**config.mk**
```make
export PLATFORM = sky130hd
export DESIGN_NAME = mcid_decoder
export DESIGN_NICKNAME = d
export VERILOG_FILES = /design/src/design/mcid_pkg.sv /design/src/design/mcid_fields_if.sv /design/src/design/mcid_decoder.sv /design/src/design/mcid_field_extract.sv
export SDC_FILE = /design/constraint.sdc
export NUM_CORES = 1
export LEC_CHECK = 0
export BUFFER_PORTS_ARGS = -buffer_cell sky130_fd_sc_hd__buf_2
export CORE_MARGIN = 3
export CORE_UTILIZATION = 45
export CTS_BUF_LIST = sky130_fd_sc_hd__clkbuf_4 sky130_fd_sc_hd__clkbuf_8 sky130_fd_sc_hd__clkbuf_16
export DETAILED_ROUTE_END_ITERATION = 10
export HOLD_SLACK_MARGIN = 0.05
export PLACE_DENSITY = 0.83
export SLEW_MARGIN = 20
export SYNTH_ARGS = -nofsm -noshare
export SYNTH_HDL_FRONTEND = slang
export SYNTH_SLANG_ARGS = --single-unit
export TNS_END_PERCENT = 50
```
**constraint.sdc**
```tcl
create_clock -name REF_CLK -period 2.8 [get_ports REF_CLK]
set_input_delay 0.14 -clock REF_CLK [delete_from_list [all_inputs] [get_ports REF_CLK]]
set_output_delay 0.14 -clock REF_CLK [all_outputs]
set_load 0.005 [all_outputs]
```
**src/design/mcid_pkg.sv**
```systemverilog
package mcid_pkg;

  // ---------------------------------------------------------
  // field positions in the captured word (vector bit 15 is
  // the word's leading bit)
  // ---------------------------------------------------------
  localparam int FMT_BIT    = 15;
  localparam int CODE_HI    = 14;
  localparam int CODE_LO    = 11;
  localparam int COND_HI    = 10;
  localparam int COND_LO    = 8;
  localparam int FIRST_HI   = 10;
  localparam int FIRST_LO   = 7;
  localparam int MODE_HI    = 6;
  localparam int MODE_LO    = 5;
  localparam int SECOND_HI  = 4;
  localparam int SECOND_LO  = 1;
  localparam int LS_BIT     = 0;
  localparam int SHSEL_HI   = 7;
  localparam int SHSEL_LO   = 6;
  localparam int SHDIR_BIT  = 5;

  // value after reset of the captured word
  localparam logic [15:0] WORD_RESET = 16'h0000;

  // ---------------------------------------------------------
  // operation codes
  // ---------------------------------------------------------
  localparam logic [3:0] CODE_LOAD  = 4'h0;
  localparam logic [3:0] CODE_ABS   = 4'h1;
  localparam logic [3:0] CODE_ADD   = 4'h2;
  localparam logic [3:0] CODE_SUB   = 4'h3;
  localparam logic [3:0] CODE_AND   = 4'h4;
  localparam logic [3:0] CODE_OR    = 4'h5;
  localparam logic [3:0] CODE_XOR   = 4'h6;
  localparam logic [3:0] CODE_SHIFT = 4'h7;
  localparam logic [3:0] CODE_FPLS  = 4'h8;
  localparam logic [3:0] CODE_FPAR  = 4'h9;
  localparam logic [3:0] CODE_FWD   = 4'ha;
  localparam logic [3:0] CODE_BWD   = 4'hb;
  localparam logic [3:0] CODE_CHAR  = 4'hc;
  localparam logic [3:0] CODE_CMP   = 4'hd;
  localparam logic [3:0] CODE_CALL  = 4'he;
  localparam logic [3:0] CODE_XRD   = 4'hf;

  typedef enum logic [3:0] {
    AT_T1 = 4'b0001, AT_T2 = 4'b0010, AT_T3 = 4'b0011,
    AT_T4 = 4'b0100, AT_T5 = 4'b0101, AT_T6 = 4'b0110,
    AT_T7 = 4'b0111, AT_T8 = 4'b1000
  } mcid_addr_t;

  typedef enum logic [1:0] {
    SH_ARITH = 2'b00, SH_LOGIC = 2'b01,
    SH_NORM  = 2'b10, SH_CIRC  = 2'b11
  } mcid_shift_t;

  typedef enum logic [4:0] {
    OP_TRAP      = 5'b00000, OP_GENERAL   = 5'b00001,
    OP_ABS_COND  = 5'b00010, OP_ABS       = 5'b00011,
    OP_REL_FWD   = 5'b00100, OP_REL_BWD   = 5'b00101,
    OP_CALL      = 5'b00110, OP_DADD      = 5'b00111,
    OP_CHAR_XCH  = 5'b01000, OP_CHAR_LOAD = 5'b01001,
    OP_CHAR_STOR = 5'b01010, OP_CHAR_CMP  = 5'b01011,
    OP_WORD_CMP  = 5'b01100, OP_CLEAR_MEM = 5'b01101,
    OP_SHIFT1    = 5'b01110, OP_SHIFT2    = 5'b01111,
    OP_MOVE_FWD  = 5'b10000, OP_MOVE_BWD  = 5'b10001,
    OP_XREG_WR   = 5'b10010, OP_XREG_RD   = 5'b10011,
    OP_FP_LOAD   = 5'b10100, OP_FP_STORE  = 5'b10101,
    OP_FP_ARITH  = 5'b10110, OP_SEG_LOAD  = 5'b10111,
    OP_SEG_STORE = 5'b11000
  } mcid_op_t;

endpackage

```
**src/design/mcid_fields_if.sv**
```systemverilog
interface mcid_fields_if;
  import mcid_pkg::*;
  logic [15:0] word;
  logic        fmt;
  logic [3:0]  opcode;
  logic [2:0]  cond;
  logic [3:0]  first_sel;
  logic [3:0]  second_sel;
  logic [2:0]  short_reg;
  logic [1:0]  mode;
  logic        ls;
  mcid_addr_t  addr_type;

  modport extract (
    input  word,
    output fmt, opcode, cond, first_sel, second_sel,
    output short_reg, mode, ls, addr_type
  );
  modport decode (
    output word,
    input  fmt, opcode, cond, first_sel, second_sel,
    input  short_reg, mode, ls, addr_type
  );
endinterface

```
**src/design/mcid_decoder.sv**
```systemverilog
// What this block does
// - leading word bit picks short or long layout
// - bit 8 picks first operand bank
// - bit 14 picks second operand bank
// - store bit routes result: register or memory
// - branch on condition match, mismatch or always
// - opcode 1 decodes absolute branches
// - opcodes 10, 11 short: relative branches
// - opcode 14 long, store-bit one: subroutine call
// - opcode 10 long, bit zero: double add
// - opcode 12 bit zero: character exchange or load
// - opcode 12 bit one: character store
// - opcode 13 bit one: character compare
// - opcode 13 word compare forms
// - opcode 4 bit one: clear memory
// - opcode 7 short: single shifts, selector
// - opcode 7 short: double shifts, same selector
// - opcodes 14, 15 short: table moves
// - opcodes 14, 15 short: privileged external register
// - opcode 8: floating load or store
// - opcode 7 memory forms: segment table
// - unmatched encodings raise the trap
// - floating load, store and arithmetic classes trap without the option
// - mode field decodes addressing type
module mcid_decoder
  import mcid_pkg::*;
(
  input  wire logic        REF_CLK,
  input  wire logic        SRST,
  input  wire logic        LOAD_WORD,
  input  wire logic [15:0] INSTR_IN,
  input  wire logic [1:0]  CONDITION_REGISTER,
  input  wire logic        FLOATING_POINT_OPTION,
  output mcid_op_t         OP_CLASS,
  output logic             TRAP_REQUEST,
  output logic             PRIVILEGED,
  output logic [3:0]       OPERATION_CODE_FIELD,
  output logic [3:0]       FIRST_OPERAND_SELECT,
  output logic [3:0]       SECOND_OPERAND_SELECT,
  output logic [2:0]       SHORT_FORMAT_REGISTER,
  output logic [2:0]       BRANCH_CONDITION_FIELD,
  output logic [1:0]       ADDRESSING_MODE_FIELD,
  output mcid_addr_t       ADDRESS_TYPE,
  output logic             STORE_TO_MEMORY,
  output logic             BRANCH_TAKEN,
  output mcid_shift_t      SHIFT_KIND,
  output logic             SHIFT_RIGHT
);

  // ---------------------------------------------------------
  // captured word and field extraction
  // ---------------------------------------------------------
  logic [15:0]  word;
  mcid_fields_if f ();
  mcid_op_t     next_class;
  logic         next_priv;
  logic         mem_type;
  logic         short_fmt;

  // only the captured word is state; reset clears it
  always_ff @(posedge REF_CLK) begin
    if (SRST) begin
      word <= WORD_RESET;
    end else if (LOAD_WORD) begin
      word <= INSTR_IN;
    end
  end

  assign f.word = word;

  mcid_field_extract u_extract (
    .f (f)
  );

  // layout choice and memory-addressed types
  assign short_fmt = !f.fmt;
  assign mem_type  = f.fmt && f.mode[1];

  // ---------------------------------------------------------
  // operation class decode
  // ---------------------------------------------------------
  // a single case keeps every word on exactly one class, so
  // the sequencer never sees two operations at once
  always_comb begin
    next_class = OP_TRAP;
    next_priv  = 1'b0;
    case (f.opcode)
      CODE_LOAD, CODE_ADD, CODE_SUB, CODE_OR, CODE_XOR: begin
        next_class = OP_GENERAL;
      end
      CODE_ABS: begin
        if (short_fmt) begin
          next_class = OP_ABS_COND;
        end else if (mem_type) begin
          next_class = f.ls ? OP_TRAP : OP_ABS;
        end else if (f.addr_type == AT_T2 && f.ls) begin
          next_class = OP_TRAP;
        end else begin
          next_class = OP_ABS_COND;
        end
      end
      CODE_AND: begin
        if (short_fmt || !f.ls || f.addr_type == AT_T1) begin
          next_class = OP_GENERAL;
        end else if (f.addr_type != AT_T2) begin
          next_class = OP_CLEAR_MEM;
        end
      end
      CODE_SHIFT: begin
        if (short_fmt) begin
          // the register field tells single from double
          if (f.short_reg != 3'h0) begin
            next_class = OP_SHIFT1;
          end else begin
            next_class = OP_SHIFT2;
          end
          if (SHIFT_KIND == SH_NORM && f.ls) begin
            next_class = OP_TRAP;
          end
        end else if (f.addr_type == AT_T1) begin
          next_class = OP_TRAP;
        end else if (f.addr_type == AT_T2) begin
          next_class = f.ls ? OP_TRAP : OP_GENERAL;
        end else if (f.first_sel == 4'h0) begin
          next_class = f.ls ? OP_SEG_STORE : OP_SEG_LOAD;
          next_priv  = 1'b1;
        end else begin
          next_class = OP_GENERAL;
        end
      end
      CODE_FPLS: begin
        if (short_fmt || f.addr_type == AT_T1) begin
          next_class = OP_GENERAL;
        end else if (f.addr_type == AT_T2) begin
          next_class = f.ls ? OP_TRAP : OP_GENERAL;
        end else begin
          next_class = f.ls ? OP_FP_STORE : OP_FP_LOAD;
        end
      end
      CODE_FPAR: begin
        next_class = short_fmt ? OP_GENERAL : OP_FP_ARITH;
      end
      CODE_FWD: begin
        if (short_fmt) begin
          next_class = f.ls ? OP_TRAP : OP_REL_FWD;
        end else if (!f.ls) begin
          next_class = OP_DADD;
        end else if (f.addr_type != AT_T1 && f.addr_type != AT_T2) begin
          next_class = OP_GENERAL;
          next_priv  = 1'b1;
        end
      end
      CODE_BWD: begin
        if (short_fmt) begin
          next_class = f.ls ? OP_TRAP : OP_REL_BWD;
        end else if (!f.ls) begin
          next_class = OP_GENERAL;
        end
      end
      CODE_CHAR: begin
        if (short_fmt) begin
          next_class = OP_TRAP;
        end else if (!f.ls) begin
          if (f.addr_type == AT_T1) begin
            next_class = OP_CHAR_XCH;
          end else begin
            next_class = OP_CHAR_LOAD;
          end
        end else if (f.addr_type != AT_T1 && f.addr_type != AT_T2) begin
          next_class = OP_CHAR_STOR;
        end
      end
      CODE_CMP: begin
        if (short_fmt) begin
          next_class = OP_TRAP;
        end else if (f.ls && f.addr_type != AT_T1) begin
          next_class = OP_CHAR_CMP;
        end else if (f.addr_type == AT_T1) begin
          next_class = OP_WORD_CMP;
        end else if (!f.ls && !mem_type) begin
          next_class = OP_WORD_CMP;
        end
      end
      CODE_CALL: begin
        if (short_fmt) begin
          if (f.short_reg != 3'h0) begin
            next_class = OP_XREG_WR;
            next_priv  = 1'b1;
          end else if (!f.ls) begin
            next_class = OP_MOVE_FWD;
          end
        end else if (f.ls) begin
          next_class = OP_CALL;
        end else if (f.addr_type == AT_T3) begin
          next_class = OP_GENERAL;
        end
      end
      CODE_XRD: begin
        if (short_fmt) begin
          if (f.short_reg != 3'h0) begin
            next_class = OP_XREG_RD;
            next_priv  = 1'b1;
          end else if (!f.ls) begin
            next_class = OP_MOVE_BWD;
          end
        end
      end
      default: begin
        next_class = OP_TRAP;
      end
    endcase
    // no floating hardware: those words go to the trap flow
    if (!FLOATING_POINT_OPTION &&
        (next_class == OP_FP_LOAD || next_class == OP_FP_STORE ||
         next_class == OP_FP_ARITH)) begin
      next_class = OP_TRAP;
    end
  end

  // ---------------------------------------------------------
  // decoded class outputs, and fields taken straight from the captured word
  // ---------------------------------------------------------
  assign OP_CLASS              = next_class;
  assign TRAP_REQUEST          = (next_class == OP_TRAP);
  assign PRIVILEGED            = next_priv;
  assign OPERATION_CODE_FIELD  = f.opcode;
  assign FIRST_OPERAND_SELECT  = f.first_sel;
  assign SECOND_OPERAND_SELECT = f.second_sel;
  assign SHORT_FORMAT_REGISTER = f.short_reg;
  assign BRANCH_CONDITION_FIELD = f.cond;
  assign ADDRESSING_MODE_FIELD = f.mode;
  assign ADDRESS_TYPE          = f.addr_type;
  // short-format words have no store bit meaning
  assign STORE_TO_MEMORY       = f.fmt && f.ls;
  assign SHIFT_KIND            = mcid_shift_t'(word[SHSEL_HI:SHSEL_LO]);
  assign SHIFT_RIGHT           = word[SHDIR_BIT];

  // ---------------------------------------------------------
  // branch condition decision
  // ---------------------------------------------------------
  // the all-ones pattern overrides the mismatch test
  always_comb begin
    if (f.cond == 3'b111) begin
      BRANCH_TAKEN = 1'b1;
    end else if (!f.cond[2]) begin
      BRANCH_TAKEN = (CONDITION_REGISTER == f.cond[1:0]);
    end else begin
      BRANCH_TAKEN = (CONDITION_REGISTER != f.cond[1:0]);
    end
  end

  // ---------------------------------------------------------
  // checks
  // ---------------------------------------------------------
  format_split_a: assert property (
    @(posedge REF_CLK) disable iff (SRST)
    LOAD_WORD && !INSTR_IN[FMT_BIT] |=> ADDRESS_TYPE == AT_T8
  ) else $error("short layout not typed as short constant");

  first_bank_a: assert property (
    @(posedge REF_CLK) disable iff (SRST)
    LOAD_WORD |=> FIRST_OPERAND_SELECT[3] == $past(INSTR_IN[FIRST_LO])
  ) else $error("first operand bank wrong");

  second_bank_a: assert property (
    @(posedge REF_CLK) disable iff (SRST)
    LOAD_WORD |=> SECOND_OPERAND_SELECT[3] == $past(INSTR_IN[SECOND_LO])
  ) else $error("second operand bank wrong");

  store_route_a: assert property (
    @(posedge REF_CLK) disable iff (SRST)
    LOAD_WORD && INSTR_IN[FMT_BIT] |=>
      STORE_TO_MEMORY == $past(INSTR_IN[LS_BIT])
  ) else $error("store destination wrong");

  branch_always_a: assert property (
    @(posedge REF_CLK) disable iff (SRST)
    BRANCH_CONDITION_FIELD == 3'b111 |-> BRANCH_TAKEN
  ) else $error("unconditional branch not taken");

  branch_match_a: assert property (
    @(posedge REF_CLK) disable iff (SRST)
    BRANCH_CONDITION_FIELD[2] == 1'b0 |->
      BRANCH_TAKEN == (CONDITION_REGISTER == BRANCH_CONDITION_FIELD[1:0])
  ) else $error("match branch decision wrong");

  abs_branch_a: assert property (
    @(posedge REF_CLK) disable iff (SRST)
    LOAD_WORD && INSTR_IN[15:11] == 5'h11 && INSTR_IN[6] &&
      !INSTR_IN[LS_BIT] |=> OP_CLASS == OP_ABS
  ) else $error("memory absolute branch not decoded");

  rel_branch_a: assert property (
    @(posedge REF_CLK) disable iff (SRST)
    LOAD_WORD && INSTR_IN[15:11] == 5'h0b && !INSTR_IN[LS_BIT]
      |=> OP_CLASS == OP_REL_BWD && !TRAP_REQUEST
  ) else $error("backward relative branch not decoded");

  call_decode_a: assert property (
    @(posedge REF_CLK) disable iff (SRST)
    LOAD_WORD && INSTR_IN[15:11] == 5'h1e && INSTR_IN[LS_BIT]
      |=> OP_CLASS == OP_CALL
  ) else $error("call not decoded");

  fp_absent_a: assert property (
    @(posedge REF_CLK) disable iff (SRST)
    !FLOATING_POINT_OPTION && f.fmt && f.opcode == CODE_FPAR
      |-> TRAP_REQUEST
  ) else $error("floating opcode ran without option");

  long_const_a: assert property (
    @(posedge REF_CLK) disable iff (SRST)
    LOAD_WORD && INSTR_IN[FMT_BIT] && INSTR_IN[6:5] == 2'b01 &&
      INSTR_IN[4:1] == 4'h0 |=> ADDRESS_TYPE == AT_T2
  ) else $error("long constant type not decoded");

  norm_store_a: assert property (
    @(posedge REF_CLK) disable iff (SRST)
    !f.fmt && f.opcode == CODE_SHIFT && SHIFT_KIND == SH_NORM && f.ls
      |-> TRAP_REQUEST
  ) else $error("normalize with store bit not trapped");

  branch_differ_a: assert property (
    @(posedge REF_CLK) disable iff (SRST)
    BRANCH_CONDITION_FIELD[2] && BRANCH_CONDITION_FIELD != 3'b111 |->
      BRANCH_TAKEN == (CONDITION_REGISTER != BRANCH_CONDITION_FIELD[1:0])
  ) else $error("mismatch branch decision wrong");

  clear_mem_a: assert property (
    @(posedge REF_CLK) disable iff (SRST)
    LOAD_WORD && INSTR_IN[15:11] == 5'h14 && INSTR_IN[6] &&
      INSTR_IN[LS_BIT] |=> OP_CLASS == OP_CLEAR_MEM
  ) else $error("memory clear not decoded");

  xreg_priv_a: assert property (
    @(posedge REF_CLK) disable iff (SRST)
    OP_CLASS inside {OP_XREG_WR, OP_XREG_RD} |-> PRIVILEGED
  ) else $error("external register access not privileged");

  reset_clear_a: assert property (
    @(posedge REF_CLK)
    SRST |=> OPERATION_CODE_FIELD == 4'h0 && OP_CLASS == OP_GENERAL
  ) else $error("reset did not clear captured word");

endmodule

```
**src/design/mcid_field_extract.sv**
```systemverilog
module mcid_field_extract
  import mcid_pkg::*;
(
  mcid_fields_if.extract f
);

  // ---------------------------------------------------------
  // plain field slicing
  // ---------------------------------------------------------
  assign f.fmt        = f.word[FMT_BIT];
  assign f.opcode     = f.word[CODE_HI:CODE_LO];
  assign f.cond       = f.word[COND_HI:COND_LO];
  // the bank bit sits last in each field, so it moves to the top
  assign f.first_sel  = {f.word[FIRST_LO], f.word[FIRST_HI:FIRST_LO+1]};
  assign f.second_sel = {f.word[SECOND_LO], f.word[SECOND_HI:SECOND_LO+1]};
  assign f.short_reg  = f.word[COND_HI:COND_LO];
  assign f.mode       = f.word[MODE_HI:MODE_LO];
  assign f.ls         = f.word[LS_BIT];

  // ---------------------------------------------------------
  // addressing type from format, mode and second register
  // ---------------------------------------------------------
  always_comb begin
    logic second_zero;
    second_zero = (f.second_sel == 4'h0);
    if (!f.fmt) begin
      f.addr_type = AT_T8;
    end else begin
      case (f.mode)
        2'b00:   f.addr_type = AT_T1;
        2'b01:   f.addr_type = second_zero ? AT_T2 : AT_T3;
        2'b10:   f.addr_type = second_zero ? AT_T4 : AT_T5;
        2'b11:   f.addr_type = second_zero ? AT_T6 : AT_T7;
        default: f.addr_type = AT_T1;
      endcase
    end
  end

endmodule

```
=== Word-level counts from Yosys, hierarchy flattened ===
Index checks and enable logic that the tools add are counted.
Widths: inputs -> output; s select.

* Register bits: 16
* Input port bits: 22

* Equal/unequal tests: 30
* Multiplexer cells: 59
* Reduce and logical (&&, ||, !) cells: 25

{| class="wikitable"
|+ Operator list
! kind !! count
|-
| $mux 5 || 17
|-
| $pmux 5 s12 || 1
|-
| $mux 4 || 9
|-
| $eq 4x4->1 const B || 8
|-
| $mux 1 || 20
|-
| $mux 3 || 6
|-
| $eq 4x2->1 const B || 4
|-
| $eq 4x3->1 const B || 4
|-
| $pmux 4 s4 || 1
|-
| $eq 5x5->1 const B || 3
|-
| $logic_not 4->1 || 3
|-
| $eq 4x1->1 const B || 2
|-
| $logic_and 1x1->1 || 8
|-
| $mux 2 || 4
|-
| $eq 2x2->1 const B || 3
|-
| $logic_not 5->1 || 1
|-
| $logic_or 1x1->1 || 5
|-
| $reduce_or 5->1 || 1
|-
| $logic_not 1->1 || 4
|-
| $ne 4x1->1 const B || 1
|-
| $ne 4x2->1 const B || 1
|-
| $eq 3x3->1 const B || 1
|-
| $pmux 1 s3 || 1
|-
| $reduce_bool 3->1 || 1
|-
| 5 further kinds || 5
|}

=== Depth between registers and ports, before layout ===
* Word-level depth: 16
* Gate-level depth with buffers: 9
* Mapped depth without buffers: 9

=== By module ===
From an unflattened synthesis, not the netlist that was laid out.

* Cell total of the unflattened synthesis: 200
* Area, all modules: 1,544.0 µm²

{| class="wikitable"
|+ By module, submodules not included
! module !! times used !! cells each !! area each (µm²)
|-
| mcid_decoder || 1 || 172 || 1,343.8
|-
| mcid_field_extract || 1 || 28 || 200.2
|}

=== Worst setup path before layout ===
OpenSTA, ideal clock, no wires.

* Path kind: register -> output
* Start point: reg word[2], in the netlist f.word[2]
* End point: out TRAP_REQUEST
* Arrival time: 2,029 ps
* Required time: 2,660 ps
* Setup slack: 631 ps
* Stages on the path, launching flop included: 9
* Path buffers: 0
* Path through: dfxtp_1 > nor4_4 > and3_1 > ha_1 > o21ai_0 > a32oi_1 > a211o_1 > nor3_1 > o21ba_1

* Longest elaborated chain between the ends: 16

{| class="wikitable"
|+ RTL lines
! item !! RTL line !! RTL
|-
| start, declared || mcid_decoder.sv:53 || <nowiki>logic [15:0] word;</nowiki>
|-
| start signal, assigned || mcid_decoder.sv:63 || <nowiki>word <= WORD_RESET;</nowiki>
|-
| start signal, assigned || mcid_decoder.sv:65 || <nowiki>word <= INSTR_IN;</nowiki>
|-
| $logic_not 4->1 (*) || mcid_field_extract.sv:25 || <nowiki>second_zero = (f.second_sel == 4'h0);</nowiki>
|-
| $mux 1 || mcid_field_extract.sv:31, mcid_field_extract.sv:32, mcid_field_extract.sv:33 ||
|-
| $pmux 4 s4 (*) || mcid_field_extract.sv:29 || <nowiki>case (f.mode)</nowiki>
|-
| $mux 4 (*) || mcid_field_extract.sv:26 || <nowiki>if (!f.fmt) begin</nowiki>
|-
| $ne 4x1->1, or another cell as far along || mcid_decoder.sv:148, mcid_decoder.sv:169, mcid_decoder.sv:176 ||
|-
| $logic_and 1x1->1 (on tied branches) || mcid_decoder.sv:148, mcid_decoder.sv:169, mcid_decoder.sv:96 ||
|-
| $mux 1, or another cell as far along || mcid_decoder.sv:148 || <nowiki>end else if (f.addr_type != AT_T1 && f.addr_type != AT_T2) begin</nowiki>
|-
| $mux 3, or another cell as far along || mcid_decoder.sv:146 || <nowiki>end else if (!f.ls) begin</nowiki>
|-
| $mux 3, or another cell as far along || mcid_decoder.sv:144 || <nowiki>if (short_fmt) begin</nowiki>
|-
| $pmux 5 s12 (*) || mcid_decoder.sv:87 || <nowiki>case (f.opcode)</nowiki>
|-
| $eq 5x5->1 || mcid_decoder.sv:214 || <nowiki>(next_class == OP_FP_LOAD || next_class == OP_FP_STORE ||</nowiki>
|-
| $logic_or 1x1->1 (2 in series) || mcid_decoder.sv:214 ||
|-
| $logic_and 1x1->1 || mcid_decoder.sv:213 || <nowiki>if (!FLOATING_POINT_OPTION &&</nowiki>
|-
| $mux 5 (*) || mcid_decoder.sv:213 ||
|-
| $logic_not 5->1 (*) || mcid_decoder.sv:224 || <nowiki>assign TRAP_REQUEST = (next_class == OP_TRAP);</nowiki>
|-
| end, declared || mcid_decoder.sv:35 || <nowiki>output logic TRAP_REQUEST,</nowiki>
|}

Every way passes the cells marked *; elsewhere a longest branch is shown, timed or not. The select of a mux whose other input is x is not followed.

=== Worst setup path in the final report ===
* Start point: reg word[4], in the netlist f.word[4]
* End point: out TRAP_REQUEST

The elaborated chain is that of the path after synthesis.

==> impl_summary.md <==
Logic synthesis
The dominant cell type by area after synthesis is sky130_fd_sc_hd__dfxtp_1. Among all flip-flop cells after synthesis, the most frequent one is sky130_fd_sc_hd__dfxtp_1. By instance count, the leading cell after synthesis is sky130_fd_sc_hd__nor2_1. Yosys mapped a number of flops with a built-in enable equal to 0. Of the total synthesized cell area, the portion taken by full adders, half adders and majority gates is 0.00847. The combined area of all synthesized cells is 1480 µm². Of the synthesized area, sequential elements account for 0.217.

The simple-gate share of the synthesized area is 0.283. The number of warnings reported in the yosys synthesis log is 0. Counting instances in the post-synthesis netlist gives the leading cell types as 30 x sky130_fd_sc_hd__nor2_1, 17 x sky130_fd_sc_hd__mux2i_1, 16 x sky130_fd_sc_hd__dfxtp_1.

By area, the combinational part of the netlist is dominated by simple AND/OR/NAND/NOR gates. The multiplexer share of the synthesized area is 0.123. The share of the synthesized area in the top cell type is 0.217. The number of instances in the synthesized netlist is 192. After synthesis, the share of flip-flops with an asynchronous set or reset is 0. Of the total synthesized cell area, the portion taken by XOR and XNOR cells is 0.0178. The net count after synthesis is 215. After synthesis the netlist holds a flip-flop and latch count of 16. The average size of a mapped cell is 7.70 µm². The synthesized-area fraction occupied by ao, oa, aoi and oai cells is 0.224.

The synthesized netlist contains 58 unique library cells. Ranked by total cell area, the synthesized netlist is headed by sky130_fd_sc_hd__dfxtp_1 22%, sky130_fd_sc_hd__mux2i_1 12%, sky130_fd_sc_hd__nor2_1 7.6%, sky130_fd_sc_hd__buf_4 6.1%, sky130_fd_sc_hd__nand2_1 3.3%.

Drt
The count of nets left with antenna violations after detail routing is 0. The via count is 1549. The average wire per cell in the routed design is roughly 14 µm.

For this block, the routed nets add up to 3870 µm of wire. The post-detailed-route DRC marker count is 0. After the first detailed-routing iteration, the DRC count stood at 47. For this run, the detailed router's first-pass iteration total came to 5.

The ratio of routed vias to standard cells is 5.57.

Timing
The worst hold slack is 82.8 ps. Timing would allow up to 0.377 GHz. The final worst-path setup slack is 150 ps. For the final routed database, the setup TNS stands at 0 ps.

The max-slew headroom at the worst pin is 0.575. In the finished design, the share of the clock period the worst path needs comes to 0.946. The max-slew violation total from the final report is 0. At the pin with the least slew margin, the transition time is 630 ps. The number of setup violations in the final report is 0. The final number of hold-violating endpoints is 0. The shortest period the worst path allows is 2650 ps. The clock skew is 0 ps.

Cells and area
The number of nets in the finished design is 258. Compared with the post-synthesis result, the final layout area differs by 18.8%. The ratio of cells with drive above 1 in the final layout is 0.359. The number of diodes added for antenna fixing is 0. The area of all placed cells without fillers is 1760 µm². The register with the highest flop count is f.word.

The flip-flop count of the largest register after layout is 16. The largest registers in the layout are f.word: 16 flops. The share of the core filled with cells in the final layout is 0.566. After filler insertion, the fill cell instance count of the layout stands at 307. The final standard cell count with taps included and fillers excluded is 278.

Global routing
The first global-routing pass estimated 6430 µm of wire. In the global route stage, met3 resource usage came out at 0.0428. The most crowded layer after global routing is met2. Across every metal layer, demand over resource in global routing totals 0.193.

The met2 layer usage reported by global route is 0.329. The met1 track demand over resource in global routing is 0.257. The initial antenna violation count is 0.

Entering global routing, the biggest net connects 21 pins. Summed over all layers, the global routing overflow is 0. The via count of the first global-routing pass is 1366.

Clock network
The number of buffers inserted by hold repair at cts is 0. Clock-pin slew was measured on the worst setup and hold paths at 90 ps. CTS built an H-tree with a depth of 1. The clock latency on the worst-skew pair is about 290 ps. TritonCTS built the clock tree. The total clock buffers created by CTS is 3. The clock sink total is 16. The master cell of the clock root buffer is sky130_fd_sc_hd__clkbuf_4. The clock tree buffer depth is 2.

Worst setup path
At the worst endpoint, the arrival time is 2510 ps. The worst setup path is captured at a primary output. For the worst setup path, the data required time is 2660 ps. The worst flop-to-flop path startpoint is f.word[0]$_SDFFE_PP0P_. By startpoint and endpoint, the worst setup path is classified as register to primary output. In this design, the stage delay of the slowest critical-path cell is 450 ps. For this design, the slowest cell found on the critical path is sky130_fd_sc_hd__a2111oi_0. The launching element of the worst setup path is f.word[4]$_SDFFE_PP0P_. The worst setup path is launched from a register.

The cell family contributing the most delay on the critical path is compound AO/OA/AOI/OAI gates. In this run the worst path has a maximum fanout of 5. The number of buffers and inverters on the critical path is 1. The critical path goes through nor4_4 -> and3_4 -> ha_1 -> mux2_1 -> a2111oi_0 -> nor2_1 -> nand4b_2 -> a21oi_2 -> o21ba_1 -> buf_2.

Floorplanning
In this run the core area contains 20 standard-cell rows. From left edge to right edge, the die measures 63.3 µm. Measured along the y axis, the die boundary spans 63.3 µm.

In this run the count of I/O pins placed on the die edge is between 50 and 60. The region available for standard cell placement spans slightly above 3000 µm². The floorplan step defined a die boundary enclosing about 4000 µm².

The effective utilization at floorplan is 0.476.

Power and ir drop
The power density over the cells is 342 nW/µm². The total power consumption of the routed design is 601 µW. The maximum ir drop on the vdd rail is roughly 0.27 mV.

The leakage power is between 0.8 and 0.9 nW.

Placed design
Detailed placement ended at an HPWL of between 2000 and 3000 µm. The placed instances occupy a cell area of 1690 µm². The pre-CTS worst setup slack is slightly above 400 ps.

The final RePlAce weighted congestion is 0.982. The total placed cells including tap cells is between 200 and 300. The number of buffers added on ports is 57.

Hold path
The worst min-delay path startpoint is INSTR_IN[12]. In this run the worst hold path is classified as primary input to register.

Outcome
The flow ran to the end, and the final reports show no timing, DRC or antenna violations.

Flow run
Across the run, the number of max-cap violations was 0.
==> logic make-up after synthesis <==
| kind of cell | after synthesis |
|---|---|
| XOR/XNOR | 3 |
| flip-flops | 16 |
| multiplexers | 18 |
| AND/OR/NAND/NOR | 76 |
| AO/OA/AOI/OAI | 46 |
| buffers and inverters | 32 |
| adder cells (fa/ha/maj) | 1 |
==> repair_timing <==
item | 4_1_cts | 5_1_grt
resized for setup | 0 | 7
setup buffers | 0 | 2
setup endpoints to repair | 0 | 3
==> final cells by class <==
type | count | area [µm²] | area share
Clock buffer | 4 | 36.3 | 0.0207
Inverter | 6 | 22.5 | 0.0128
Multi-Input combinational cell | 144 | 978 | 0.557
Sequential cell | 16 | 325 | 0.185
Tap cell | 44 | 55.1 | 0.0314
Timing Repair Buffer | 64 | 338 | 0.192
==> cells in the final DEF (no fill, tap or decap), types with 4 or more instances in the layout <==
cell type                 synthesis  final
sky130_fd_sc_hd__nand2_1         13     13
sky130_fd_sc_hd__buf_2            7     57
sky130_fd_sc_hd__dfxtp_2          0      4
sky130_fd_sc_hd__inv_1            5      5
sky130_fd_sc_hd__nor2_1          30     30
sky130_fd_sc_hd__nor3_1           5      4
sky130_fd_sc_hd__buf_4           12      7
sky130_fd_sc_hd__a21oi_1          9      9
sky130_fd_sc_hd__nand3_1          4      4
sky130_fd_sc_hd__dfxtp_1         16     12
sky130_fd_sc_hd__o21ai_0          8      7
sky130_fd_sc_hd__mux2i_1         17     17
==> tightest hold or removal path, stage by stage <==
cell	delay (ps)
sky130_fd_sc_hd__buf_2	80
sky130_fd_sc_hd__mux2i_1	50
sky130_fd_sc_hd__nor2_1	70
==> power breakdown <==
part	internal [mW]	total, mW	switching [mW]
Combinational	0.0858	0.173	0.0876
Sequential	0.242	0.275	0.0333
Clock	0.0793	0.152	0.0730
Total	0.407	0.601	0.194
==> routing by layer <==
metal | share of wire | wire (µm) | vias up
li1 | - | - | 764
met1 | 0.43 | 1670 | 727
met2 | 0.50 | 1930 | 54
met3 | 0.064 | 246 | 4
met4 | 0.0059 | 23 | 0
met5 | 0 | 0 | -
==> path summary, 6_finish.rpt <==
kind / endpoint / slack (ps) / depth (start not counted)
worst max-delay path: TRAP_REQUEST / 150 / 10
worst min-delay path: f.word[12]$_SDFFE_PP0P_ / 80 / 3
worst max register to register: f.word[0]$_SDFFE_PP0P_ / 1790 / 2
worst min register to register: f.word[3]$_SDFFE_PP0P_ / 560 / 2
Note: power is estimated with default switching activity, not from simulation.
